==> config.mk <==
export PLATFORM = sky130hd
export DESIGN_NAME = etc8_timer
export DESIGN_NICKNAME = d
export VERILOG_FILES = /design/src/verilog/etc8_timer.v
export VERILOG_INCLUDE_DIRS = /design/src /design/src/verilog
export SDC_FILE = /design/constraint.sdc
export NUM_CORES = 1
export LEC_CHECK = 0
export BUFFER_PORTS_ARGS = -buffer_cell sky130_fd_sc_hd__buf_4
export CAP_MARGIN = 40
export CORE_AREA = 3 3 92 85
export CTS_CLUSTER_SIZE = 14
export DETAILED_ROUTE_END_ITERATION = 10
export DIE_AREA = 0 0 95 88
export PLACE_DENSITY = 0.79
export SYNTH_ARGS = -nofsm -noshare
export SYNTH_HDL_FRONTEND = slang
export SYNTH_SLANG_ARGS = --single-unit
==> constraint.sdc <==
create_clock -name clk -period 2.95 [get_ports clk]
set_input_delay 0.295 -clock clk [delete_from_list [all_inputs] [get_ports clk]]
set_output_delay 0.295 -clock clk [all_outputs]
set_load 0.01 [all_outputs]
==> src/verilog/etc8_regs.vh <==
// Register map, field positions and reset values of the 8-bit
// timer/event counter. Definitions only; included by bare name.
`ifndef ETC8_REGS_VH
`define ETC8_REGS_VH

// ----------------------------------------------------------------
// Register byte offsets on APB
// ----------------------------------------------------------------
`define ETC8_OFS_COUNT      8'h00
`define ETC8_OFS_CTRL       8'h04
`define ETC8_OFS_IRQ_STAT   8'h08
`define ETC8_OFS_IRQ_MASK   8'h0c

// ----------------------------------------------------------------
// Control byte fields (timer_control / pwm_control share it)
// ----------------------------------------------------------------
`define ETC8_MODE_HI        7
`define ETC8_MODE_LO        6
`define ETC8_UNUSED_BIT     5
`define ETC8_CEN_BIT        4
`define ETC8_EDGE_BIT       3
`define ETC8_PSC_HI         2
`define ETC8_PSC_LO         0
`define ETC8_DIV_HI         4
`define ETC8_DIV_LO         2
`define ETC8_PSEL_BIT       1
`define ETC8_PEN_BIT        0
`define ETC8_CTRL_WMASK     8'hdf

// ----------------------------------------------------------------
// Mode encodings
// ----------------------------------------------------------------
`define ETC8_MODE_PWM       2'h0
`define ETC8_MODE_EVENT     2'h1
`define ETC8_MODE_TIMER     2'h2
`define ETC8_MODE_PWIDTH    2'h3

// ----------------------------------------------------------------
// Interrupt status bits and reset values
// ----------------------------------------------------------------
`define ETC8_IRQ_OVF_BIT    0
`define ETC8_IRQ_PWD_BIT    1
`define ETC8_IRQ_W          2
`define ETC8_RST_COUNT      8'h00
`define ETC8_RST_CTRL       8'h00
`define ETC8_RST_IRQ        2'h0
`define ETC8_COUNT_FULL     8'hff
`define ETC8_PWM_DIV_MAX    3'h6

`endif

==> src/verilog/etc8_timer.v <==
// 8-bit up-counting timer/event counter with preload, four modes,
// APB register access and a masked, read-to-clear overflow and pulse-end interrupt.
// Assumes all inputs synchronous to clk; prescaler_clock is a one-cycle
// tick at the prescaler rate, derived elsewhere from the system clock.
//
// Contract
// - Count by one per selected tick or edge
// - Overflow from full count raises interrupt request
// - Overflow reloads preload and keeps counting
// - Stopped: preload write also loads counter
// - Running: write updates preload only
// - Mode field selects four modes, reset PWM
// - Enable bit starts and stops, counter holds
// - PWM mode ignores the enable bit
// - Internal clock is prescaler divided by power-two
// - External source ignores internal clock select
// - Event mode: edge select picks rise/fall
// - Pulse mode: start/stop edges from edge select
// - Control bit five reads zero, ignores writes
// - PWM registers alias timer register addresses
// - PWM clock is system clock over power-two
// - Counter address reads the live counter, the duty byte in PWM mode
// - Event mode counts only pin transitions
// - Pulse mode clears enable at pulse end
`timescale 1ns/1ps
`default_nettype none
`include "etc8_regs.vh"

module etc8_timer (
  input  wire        clk,              // 25 MHz logic clock
  input  wire        arst_n,           // Async reset, active low
  input  wire        clk_en,           // Freezes all state when low
  input  wire        psel,             // APB select
  input  wire        penable,          // APB access phase
  input  wire        pwrite,           // APB write
  input  wire [7:0]  paddr,            // APB byte address
  input  wire [31:0] pwdata,           // APB write data
  output reg  [31:0] prdata,           // APB read data
  output wire        pready,           // APB ready
  output wire        pslverr,          // APB error, unmapped address
  input  wire        prescaler_clock,  // Prescaler tick
  input  wire        timer_input_pin,  // External event/pulse pin
  output wire        irq,              // Level interrupt
  output reg         overflow_pulse,   // One-cycle overflow request
  output reg         pwm_clock,        // One-cycle tick at pwm rate
  output reg  [7:0]  pwm_duty_data,    // Duty for PWM generator
  output wire        pwm_resolution_select, // 0: 6+2, 1: 7+1
  output wire        pwm_enable,       // PWM generator enable
  output reg  [7:0]  counter_value     // Live counter
);

  // ----------------------------------------------------------------
  // State
  // ----------------------------------------------------------------
  localparam PW_WAIT = 1'b0;
  localparam PW_MEAS = 1'b1;

  reg  [7:0]  preload;
  reg  [7:0]  ctrl;
  reg  [`ETC8_IRQ_W-1:0] irq_stat;
  reg  [`ETC8_IRQ_W-1:0] irq_mask;
  reg  [`ETC8_IRQ_W-1:0] rd_seen;
  reg  [6:0]  psc_cnt;
  reg  [5:0]  div_cnt;
  reg         pin_prev;
  reg         pin_primed;
  reg         pw_state;

  reg  [7:0]  next_counter;
  reg  [7:0]  next_preload;
  reg  [7:0]  next_ctrl;
  reg         next_pw_state;
  reg         ovf_evt;
  reg         pwd_evt;
  reg         inc;
  reg  [7:0]  rd_word;
  reg  [6:0]  psc_mask;
  reg  [5:0]  div_mask;
  reg  [2:0]  div_sel;

  // ----------------------------------------------------------------
  // Field decode
  // ----------------------------------------------------------------
  wire [1:0] mode_select      = ctrl[`ETC8_MODE_HI:`ETC8_MODE_LO];
  wire       count_enable     = ctrl[`ETC8_CEN_BIT];
  wire       edge_select      = ctrl[`ETC8_EDGE_BIT];
  wire [2:0] internal_clock_select = ctrl[`ETC8_PSC_HI:`ETC8_PSC_LO];
  wire [2:0] pwm_clock_divider = ctrl[`ETC8_DIV_HI:`ETC8_DIV_LO];

  wire mode_pwm   = (mode_select == `ETC8_MODE_PWM);
  wire mode_event = (mode_select == `ETC8_MODE_EVENT);
  wire mode_timer = (mode_select == `ETC8_MODE_TIMER);
  wire mode_pw    = (mode_select == `ETC8_MODE_PWIDTH);

  assign pwm_resolution_select = ctrl[`ETC8_PSEL_BIT];
  assign pwm_enable            = mode_pwm & ctrl[`ETC8_PEN_BIT];

  // ----------------------------------------------------------------
  // APB decode
  // ----------------------------------------------------------------
  // Zero wait states; a low clock enable stretches the access.
  assign pready = clk_en;

  wire hit_count = (paddr == `ETC8_OFS_COUNT);
  wire hit_ctrl  = (paddr == `ETC8_OFS_CTRL);
  wire hit_stat  = (paddr == `ETC8_OFS_IRQ_STAT);
  wire hit_mask  = (paddr == `ETC8_OFS_IRQ_MASK);
  wire hit_any   = hit_count | hit_ctrl | hit_stat | hit_mask;

  assign pslverr = psel & penable & ~hit_any;

  wire setup_rd = clk_en & psel & ~penable & ~pwrite;
  wire acc      = clk_en & psel & penable;
  wire wr_ok    = acc & pwrite & hit_any;
  wire rd_done  = acc & ~pwrite;

  wire wr_count = wr_ok & hit_count;
  wire wr_ctrl  = wr_ok & hit_ctrl;
  wire wr_mask  = wr_ok & hit_mask;

  // ----------------------------------------------------------------
  // Read mux
  // ----------------------------------------------------------------
  always @* begin
    rd_word = 8'h00;
    if (hit_count) begin
      if (mode_pwm) begin
        rd_word = pwm_duty_data;
      end else begin
        rd_word = counter_value;
      end
    end else if (hit_ctrl) begin
      rd_word = ctrl;
    end else if (hit_stat) begin
      rd_word = {6'h00, irq_stat};
    end else if (hit_mask) begin
      rd_word = {6'h00, irq_mask};
    end
  end

  // ----------------------------------------------------------------
  // Tick generation
  // ----------------------------------------------------------------
  always @* begin
    psc_mask = 7'h00;
    case (internal_clock_select)
      3'h0: psc_mask = 7'h00;
      3'h1: psc_mask = 7'h01;
      3'h2: psc_mask = 7'h03;
      3'h3: psc_mask = 7'h07;
      3'h4: psc_mask = 7'h0f;
      3'h5: psc_mask = 7'h1f;
      3'h6: psc_mask = 7'h3f;
      3'h7: psc_mask = 7'h7f;
      default: psc_mask = 7'h00;
    endcase
  end

  // Divide by 2^n: one tick out of every 2^n prescaler ticks
  wire int_tick = prescaler_clock &
                  ((psc_cnt & psc_mask) == psc_mask);

  // Codes above the top divider saturate at /64
  always @* begin
    div_sel = pwm_clock_divider;
    if (pwm_clock_divider > `ETC8_PWM_DIV_MAX) begin
      div_sel = `ETC8_PWM_DIV_MAX;
    end
    div_mask = 6'h00;
    case (div_sel)
      3'h0: div_mask = 6'h00;
      3'h1: div_mask = 6'h01;
      3'h2: div_mask = 6'h03;
      3'h3: div_mask = 6'h07;
      3'h4: div_mask = 6'h0f;
      3'h5: div_mask = 6'h1f;
      default: div_mask = 6'h3f;
    endcase
  end

  wire pwm_tick = ((div_cnt & div_mask) == div_mask);

  // ----------------------------------------------------------------
  // Pin edges
  // ----------------------------------------------------------------
  // No edge is reported until one pin sample has been taken after reset.
  wire pin_rise = pin_primed & timer_input_pin & ~pin_prev;
  wire pin_fall = pin_primed & ~timer_input_pin & pin_prev;

  wire ev_edge    = edge_select ? pin_fall : pin_rise;
  wire pw_start   = edge_select ? pin_rise : pin_fall;
  wire pw_stop    = edge_select ? pin_fall : pin_rise;

  // ----------------------------------------------------------------
  // Counter, preload, control and pulse-width sequencing
  // ----------------------------------------------------------------
  wire running = ~mode_pwm & count_enable;

  always @* begin
    next_counter  = counter_value;
    next_preload  = preload;
    next_ctrl     = ctrl;
    next_pw_state = pw_state;
    ovf_evt       = 1'b0;
    pwd_evt       = 1'b0;
    inc           = 1'b0;

    // Pulse width: armed by enable, measures between two edges
    case (pw_state)
      PW_WAIT: begin
        if (mode_pw && count_enable && pw_start) begin
          next_pw_state = PW_MEAS;
        end
      end
      PW_MEAS: begin
        if (!mode_pw || !count_enable) begin
          next_pw_state = PW_WAIT;
        end else if (pw_stop) begin
          next_pw_state = PW_WAIT;
          next_ctrl[`ETC8_CEN_BIT] = 1'b0;
          pwd_evt = 1'b1;
        end
      end
      default: next_pw_state = PW_WAIT;
    endcase

    // Count source per mode
    case (mode_select)
      `ETC8_MODE_PWM:    inc = pwm_tick;
      `ETC8_MODE_EVENT:  inc = running & ev_edge;
      `ETC8_MODE_TIMER:  inc = running & int_tick;
      `ETC8_MODE_PWIDTH: inc = running & (pw_state == PW_MEAS) &
                               ~pw_stop & int_tick;
      default:           inc = 1'b0;
    endcase

    // Writes to the shared count address
    if (wr_count && !mode_pwm) begin
      next_preload = pwdata[7:0];
      if (!running) begin
        next_counter = pwdata[7:0];
      end
    end

    if (inc) begin
      if (counter_value == `ETC8_COUNT_FULL) begin
        next_counter = next_preload;
        ovf_evt      = 1'b1;
      end else begin
        next_counter = counter_value + 8'h01;
      end
    end

    // Software write wins over the automatic enable clear
    if (wr_ctrl) begin
      next_ctrl = pwdata[7:0] & `ETC8_CTRL_WMASK;
    end
  end

  // ----------------------------------------------------------------
  // Registers
  // ----------------------------------------------------------------
  always @(posedge clk or negedge arst_n) begin
    if (!arst_n) begin
      counter_value  <= `ETC8_RST_COUNT;
      preload        <= `ETC8_RST_COUNT;
      pwm_duty_data  <= `ETC8_RST_COUNT;
      ctrl           <= `ETC8_RST_CTRL;
      pw_state       <= PW_WAIT;
      psc_cnt        <= 7'h00;
      div_cnt        <= 6'h00;
      pin_prev       <= 1'b0;
      pin_primed     <= 1'b0;
      overflow_pulse <= 1'b0;
      pwm_clock      <= 1'b0;
    end else if (clk_en) begin
      counter_value  <= next_counter;
      preload        <= next_preload;
      ctrl           <= next_ctrl;
      pw_state       <= next_pw_state;
      pin_prev       <= timer_input_pin;
      pin_primed     <= 1'b1;
      overflow_pulse <= ovf_evt;
      pwm_clock      <= pwm_tick;
      div_cnt        <= div_cnt + 6'h01;
      if (prescaler_clock) begin
        psc_cnt <= psc_cnt + 7'h01;
      end
      if (wr_count && mode_pwm) begin
        pwm_duty_data <= pwdata[7:0];
      end
    end
  end

  // ----------------------------------------------------------------
  // Interrupt status, mask and read data
  // ----------------------------------------------------------------
  // A read clears only the bits it returned; a new event the same
  // cycle survives the clear.
  wire [`ETC8_IRQ_W-1:0] irq_set = {pwd_evt, ovf_evt};
  wire [`ETC8_IRQ_W-1:0] irq_clr =
    (rd_done & hit_stat) ? rd_seen : {`ETC8_IRQ_W{1'b0}};

  always @(posedge clk or negedge arst_n) begin
    if (!arst_n) begin
      irq_stat <= `ETC8_RST_IRQ;
      irq_mask <= `ETC8_RST_IRQ;
      rd_seen  <= `ETC8_RST_IRQ;
      prdata   <= 32'h00000000;
    end else if (clk_en) begin
      irq_stat <= (irq_stat & ~irq_clr) | irq_set;
      if (wr_mask) begin
        irq_mask <= pwdata[`ETC8_IRQ_W-1:0];
      end
      if (setup_rd) begin
        prdata  <= {24'h000000, rd_word};
        rd_seen <= irq_stat;
      end
    end
  end

  assign irq = |(irq_stat & irq_mask);

endmodule // etc8_timer

`default_nettype wire
==> results by group, run 1 <==
Outcome
  – Status: finished clean

Worst setup path
  – Worst setup EP type: register
  – Startpoint of the most critical setup path: ctrl[4]
  – Worst path arrival time: roughly 2700 ps
  – Class of the most critical setup path: register to register
  – Biggest fanout along the worst timing path: 9
  – Startpoint type of the worst setup path: register
  – Reg-to-reg startpoint: ctrl[4]
  – Worst endpoint required time: between 3000 and 4000 ps

Synthesis
  – Synthesized flop and latch total: 63
  – Post-synthesis instance area: between 3000 and 4000 sq um
  – Number of enable flip-flop cells after synthesis: 0
  – Synthesized netlist cell count: approximately 350
  – Synth warn: 0
  – Mapped Avg Cell Area: 10.3 sq um
  – Sequential-to-total area share from yosys stat: between 40% and 50%
  – Most used flip-flop cell after synthesis: dfrtp_1
  – Async SR Flop Fraction: 100%
  – Count of distinct cell types in the synthesized netlist: 64

Power and ir drop
  – Power density relative to cell area: around 630 nW/um^2
  – Post-layout total power: about 0.0026 W
  – Max VDD drop: between 0.3 and 0.4 mV
  – LEAKAGE: 1.99 nW

Routing
  – Number of nets with antenna violations after routing: 0
  – First DRT Iteration DRCs: approximately 260
  – DR vias/cell: ~5.5
  – Detailed-route DRC error count: 0
  – Total Routed Length: 8250 microns
  – Detail-routed net length per standard cell: between 15 and 20 microns
  – Total iterations of the first detailed-routing run: 4
  – Total via count after detailed routing: ~2,800

Clock tree
  – Cell at the root of the clock tree: clkbuf_8
  – Clock latency on the worst-skew pair: ~350 ps
  – Post-CTS repair timing setup buffer count: 0
  – CTS buffer count: 9
  – Total of hold buffers inserted after clock tree synthesis: 0
  – Clock-pin transition on the worst setup and hold timing paths: 70 ps
  – CTS H-tree depth: 3
  – TritonCTS Sinks: 63
  – Post-cts gate resize count: 0
  – Number of buffers on the longest clock path: 2
  – CTS tree: done

Global routing
  – Number of global-route vias before repair: about 2,700
  – Number of antenna violations at the first check in global routing: 0
  – Wire length of the first global-routing pass: roughly 14,000 microns
  – Maximum number of pins on one net before global-route repair: 64
  – Remaining global-route overflow: 0
  – GRT Resource Usage Total: 21.5%

Die
  – Area enclosed by the die boundary: 8360 sq um
  – Number of cell rows: 29
  – Core area: around 7000 sq um
  – Die height: between 80 and 90 microns
  – Die span in x: between 90 and 100 microns
  – Initial Util: about half
  – Count of pins on the block boundary: 103

Finish
  – Fraction of final layout cells sized beyond drive strength 1: 29.3%
  – Final net count: 466
  – Syn-to-layout area delta: 15.8%
  – Diode count: 0
  – Area taken by flip-flops and latches: roughly 1600 sq um
  – Count of fill cells added during filler insertion: around 610
  – Multi-input logic area: about 1900 sq um

Place
  – Placed wire-length estimate after detailed placement: roughly 6100 microns
  – Routability congestion estimate: about 0.85
  – IO Port Bufs: 54

STA
  – Post-Route Setup TNS: 0 ps
  – Final hold viol count: 0
  – Max-slew violations: 0
  – FMAX: roughly 0.40 GHz
  – Final critical delay including setup and external delays: 2480 ps
  – Number of failing setup endpoints in the final timing report: 0
  – Max Clock Skew: approximately 7.6 ps
  – Measured slew at the worst slew-check pin: around 800 ps
  – Rel. slew slack: a little under half
  – Share of the clock period used by the worst path after layout: between 80 and 90%
  – RSZ-0062 raised after global routing: false

Worst hold path
  – Hold Crit Class: primary input to asynchronous set/reset pin

Run
  – Number of max-cap violations: 0
cells by family (layout without fill, tap and decap cells):
family                     count (synthesis)  in the layout  share of synthesized area [%]
AOI/OAI and AO/OA                         62             62                           11.9
xor gates and xnor gates                  15             15                           3.61
adders and majority gates                  6              6                           2.07
buffers and inverters                     46             86                           8.02
DFF                                       63             63                           43.4
muxes                                     34             34                           11.0
other                                      1             24                          0.103
and+or+nand+nor                          127            127                           19.9
critical path: stages (launching register included):
cell and delay (ps):
dfrtp_1 400, buf_4 180, ha_1 200, nor2_1 130, o32ai_2 120, nor4b_4 370, nor2_1 120, nor2_2 330
mux2_2 390, a2bb2oi_2 130
synthesized netlist by cell type, drive strengths merged, types with 2 or more instances:
| library cell | number | area share, % |
|---|---|---|
| a211oi | 2 | 0.55 |
| a21boi | 2 | 0.41 |
| a21oi | 9 | 1.2 |
| a22o | 4 | 0.96 |
| a22oi | 2 | 0.41 |
| a2bb2oi | 2 | 0.65 |
| a31oi | 2 | 0.34 |
| a41oi | 2 | 0.48 |
| and2 | 3 | 0.52 |
| and3 | 6 | 1.2 |
| and4 | 2 | 0.48 |
| buf | 31 | 6.5 |
| clkbuf | 5 | 0.52 |
| dfrtp | 63 | 43 |
| ha | 6 | 2.1 |
| inv | 10 | 1.0 |
| mux2 | 29 | 9.0 |
| mux2i | 3 | 0.83 |
| mux4 | 2 | 1.2 |
| nand2 | 53 | 5.5 |
| nand2b | 5 | 0.86 |
| nand3 | 11 | 1.7 |
| nand4 | 9 | 1.7 |
| nand4b | 4 | 0.96 |
| nand4bb | 2 | 0.62 |
| nor2 | 15 | 1.7 |
| nor3 | 4 | 0.69 |
| nor4 | 3 | 1.5 |
| nor4b | 2 | 0.89 |
| o21ai | 21 | 2.9 |
| o21ba | 2 | 0.55 |
| o31ai | 4 | 0.83 |
| o32ai | 2 | 0.69 |
| or2 | 3 | 0.52 |
| or3 | 2 | 0.34 |
| xnor2 | 9 | 2.2 |
| xor2 | 6 | 1.4 |
metrics by stage:
step / hold WS, ps / instances / utilization (%) / area [sq um] / worst slack (ps)
after floorplan: -0.591 / 377 / - / 3720 / 626
after global placement: 424 / 494 / 57.6 / 4030 / 499
after detailed placement: 436 / 494 / 57.6 / 4030 / 473
after CTS: 70.9 / 510 / 60.1 / 4210 / 454
after global routing: 115 / 510 / 60.1 / 4210 / 313
final: 23.7 / 510 / 60.1 / 4210 / 467
where the power goes:
| part | switching [W] | internal (W) |
|---|---|---|
| registers | 0.000229 | 0.00101 |
| clock network | 0.000330 | 0.000345 |
| logic | 0.000364 | 0.000372 |
registers in the layout, summed over array words and instances (netlist names), 2 cells and up:
name	cells
pwm_duty_data	8
irq_mask	2
psc_cnt	7
preload	8
div_cnt	6
counter_value	8
rd_seen	2
ctrl	7
prdata	8
irq_stat	2
area by class of cell:
| type | instances | share of cell area, % |
|---|---|---|
| Tap cell | 93 | 2.76 |
| Clock buffer | 12 | 3.69 |
| Clock inverter | 4 | 0.476 |
| Inverter | 10 | 0.892 |
| Timing Repair Buffer | 60 | 10.7 |
| Sequential cell | 63 | 37.5 |
| Multi-Input combinational cell | 268 | 44.0 |
cell usage in the layout (no fill, tap or decap), types with 10 or more instances in the layout:
cell type   n
dfrtp_1    63
buf_4      60
mux2_2     29
nand3_1    10
nor2_1     13
o21ai_0    18
conb_1     24
clkbuf_8   11
inv_1      10
nand2_1    52
final timing paths:
| path | to | slack [ps] | depth (start not counted) |
|---|---|---|---|
| max | counter_value[6] | 470 | 9 |
| min | preload[2] | 20 | 1 |
| max reg2reg | counter_value[6] | 470 | 9 |
| min reg2reg | psc_cnt[6] | 470 | 1 |
| max in group asynchronous | pin_primed | 2380 | 1 |
| min in group clk | pwm_duty_data[5] | 190 | 2 |
metal layers:
metal / wire length [microns] / global-route usage (%) / up-vias
met3: 581 / 3.78 / 11
met2: 3810 / 33.4 / 110
met1: 3750 / 29.7 / 1351
met5: 0 / 0 / -
met4: 115 / 8.91 / 0
li1: - / - / 1338
Power figures use the tool's default switching activity.
==> run 2, diff against run 1 <==
clock period = 2.3 ns   (was 2.95 ns; I/O delays follow)
==> results by group, run 2 (synthesis results as in run 1) <==
Outcome
  – Status: finished with violations
  – Failing checks: negative setup slack

Global routing
  – Remaining global-route overflow: 0 (unchanged)
  – Maximum number of pins on one net before global-route repair: 64 (unchanged)
  – Number of antenna violations at the first check in global routing: 0 (unchanged)
  – Wire length of the first global-routing pass: 14,200 microns (+4.2%)
  – Number of global-route vias before repair: 2,865 (+4.4%)
  – GRT Resource Usage Total: 22.4% (+0.96 points)

Die
  – Die span in x: 95 microns (unchanged)
  – Count of pins on the block boundary: 103 (unchanged)
  – Initial Util: 51.9% (unchanged)
  – Number of cell rows: 29 (unchanged)
  – Core area: 7000 sq um (unchanged)
  – Die height: 88 microns (unchanged)
  – Area enclosed by the die boundary: 8360 sq um (unchanged)

Worst setup path
  – Biggest fanout along the worst timing path: 6 (-3)
  – Worst reg-to-reg path cell count: 9 (unchanged)
  – Startpoint type of the worst setup path: register
  – Class of the most critical setup path: register to register
  – Worst path depth: 9 (unchanged)
  – Worst setup EP type: register
  – Number of buffers and inverters on the critical path: 2 (+1)
  – Worst Setup EP: counter_value[6]
  – Startpoint of the most critical setup path: ctrl[3]
  – Reg-to-reg startpoint: ctrl[3]
  – Worst path arrival time: 2550 ps (-170 ps)
  – Ordered list of cells on the worst path: buf_6, nand4bb_1, a21boi_0, a2bb2oi_1, nor2_2, nor2_2, buf_6, mux2_4, a2bb2oi_2
  – Worst R2R Setup Slack: -10 ps (-480 ps)
  – Worst-path cell with the longest stage delay: dfrtp_1
  – Worst endpoint required time: 2540 ps (-650 ps)
  – Delay contributed by the slowest stage of the critical path: 420 ps (+20 ps)
  – Reg2Reg Capture Point: counter_value[6]
  – Crit path max-delay family: compound AO/OA/AOI/OAI gates

Power and ir drop
  – Max VDD drop: 0.562 mV (+60%)
  – Post-layout total power: 0.00359 W (+36%)
  – Power density relative to cell area: 800 nW/um^2 (+27%)
  – LEAKAGE: 2.11 nW (+6.1%)

Routing
  – Number of nets with antenna violations after routing: 0 (unchanged)
  – Detailed-route DRC error count: 0 (unchanged)
  – Total via count after detailed routing: 2,978 (+6.0%)
  – Total Routed Length: 9150 microns (+11%)
  – Detail-routed net length per standard cell: 17.2 microns (+6.4%)
  – Total iterations of the first detailed-routing run: 4 (unchanged)
  – DR vias/cell: 5.60 (+1.6%)
  – First DRT Iteration DRCs: 212 (-20%)

Finish
  – Leading cell types in the layout, fill and taps excluded: 77 x buf_4, 62 x dfrtp_1, 52 x nand2_1
  – Fraction of final layout cells sized beyond drive strength 1: 35.5% (+6.3 points)
  – Area taken by flip-flops and latches: 1580 sq um (about the same)
  – Multi-input logic area: 1940 sq um (+4.6%)
  – Final net count: 490 (+5.2%)
  – Most common cell after layout, fill and taps aside: buf_4
  – Count of fill cells added during filler insertion: 551 (-9.1%)
  – Syn-to-layout area delta: 23.5%
  – Count of placed standard cells in the final layout, fillers left out: 532 (+4.3%)
  – Diode count: 0 (unchanged)

Place
  – Setup slack after placement: -51.9 ps (-525 ps)
  – Routability congestion estimate: 0.832 (-2.5%)
  – Post-Place Cells: 511 (+3.4%)
  – Placed wire-length estimate after detailed placement: 6310 microns (+3.8%)
  – IO Port Bufs: 54 (unchanged)

STA
  – Final critical delay including setup and external delays: 2310 ps (-172 ps)
  – Measured slew at the worst slew-check pin: 809 ps (+7.05 ps)
  – Final hold viol count: 0 (unchanged)
  – Post-Route Setup TNS: -18.0 ps (-18.0 ps)
  – RSZ-0062 raised after global routing: true
  – Max-slew violations: 0 (unchanged)
  – Setup slack of the critical path after layout: -10.7 ps (-478 ps)
  – Max Clock Skew: 6.92 ps (-0.676 ps)
  – Rel. slew slack: 46.0% (-0.47 points)
  – Number of failing setup endpoints in the final timing report: 4 (+4)
  – FMAX: 0.433 GHz (+7.4%)
  – Share of the clock period used by the worst path after layout: 100% (+16 points)

Worst hold path
  – Hold Crit Class: primary input to register

Clock tree
  – Clock latency on the worst-skew pair: 350 ps (about the same)
  – CTS tree: done
  – CTS H-tree depth: 3 (unchanged)
  – Cell at the root of the clock tree: clkbuf_8
  – CTS buffer count: 9 (unchanged)
  – Number of buffers on the longest clock path: 2 (unchanged)
  – TritonCTS Sinks: 63 (unchanged)
  – Clock-pin transition on the worst setup and hold timing paths: 70 ps (about the same)

Run
  – Number of max-cap violations: 0 (unchanged)
-- run 2: per-stage QoR --
step           util [%]  hold WS (ps)  area [sq um]
4_1_cts            63.1           118          4420
5_1_grt            64.1           121          4490
3_3_place_gp       59.5           362          4170
6_report           64.1           126          4490
2_1_floorplan         -         -65.6          3720
3_5_place_dp       59.5           372          4170
-- run 2: per-layer routing --
layer  routed length [microns]  share of wire [%]  vias to the layer above  GRT usage, %
met5                         0                  0                        -             0
met4                       257                2.8                        0          8.26
met3                       565                6.2                       25          4.90
met2                      4380                 48                      122          36.5
met1                      3950                 43                     1446          29.5
li1                          -                  -                     1385             -
-- run 2: worst min-delay path by stage --
stage               startpoint                to  slack (ps)  cells past startpoint
floorplan               arst_n  counter_value[0]         -70                      0
global placement        arst_n        psc_cnt[2]         360                      1
detailed placement      arst_n        psc_cnt[1]         370                      1
CTS                  pwdata[5]  pwm_duty_data[5]         120                      2
global route         pwdata[5]  pwm_duty_data[5]         120                      2
finish               pwdata[5]  pwm_duty_data[5]         130                      2
-- run 2: final cells by class --
cell class                 count  area share (%)
multi-input combinational    268            43.2
timing repair buffer          84            14.6
clock buffer                  13            3.54
sequential                    63            35.1
inverter                      10           0.836
tap                           93            2.59
clock inverter                 1           0.111
-- run 2: timing repair --
action,4_1_cts,5_1_grt
setup endpoints to repair,5,10
hold endpoints to repair,12,0
setup buffers,3,3
cloned,0,0
pin swaps,6,8
hold buffers,1,0
gates resized for setup,12,11
-- run 2: report_power, final --
part           total, W  switching (W)  internal, W
clock          0.000857       0.000420     0.000437
sequential      0.00155       0.000253      0.00129
combinational   0.00119       0.000592     0.000594
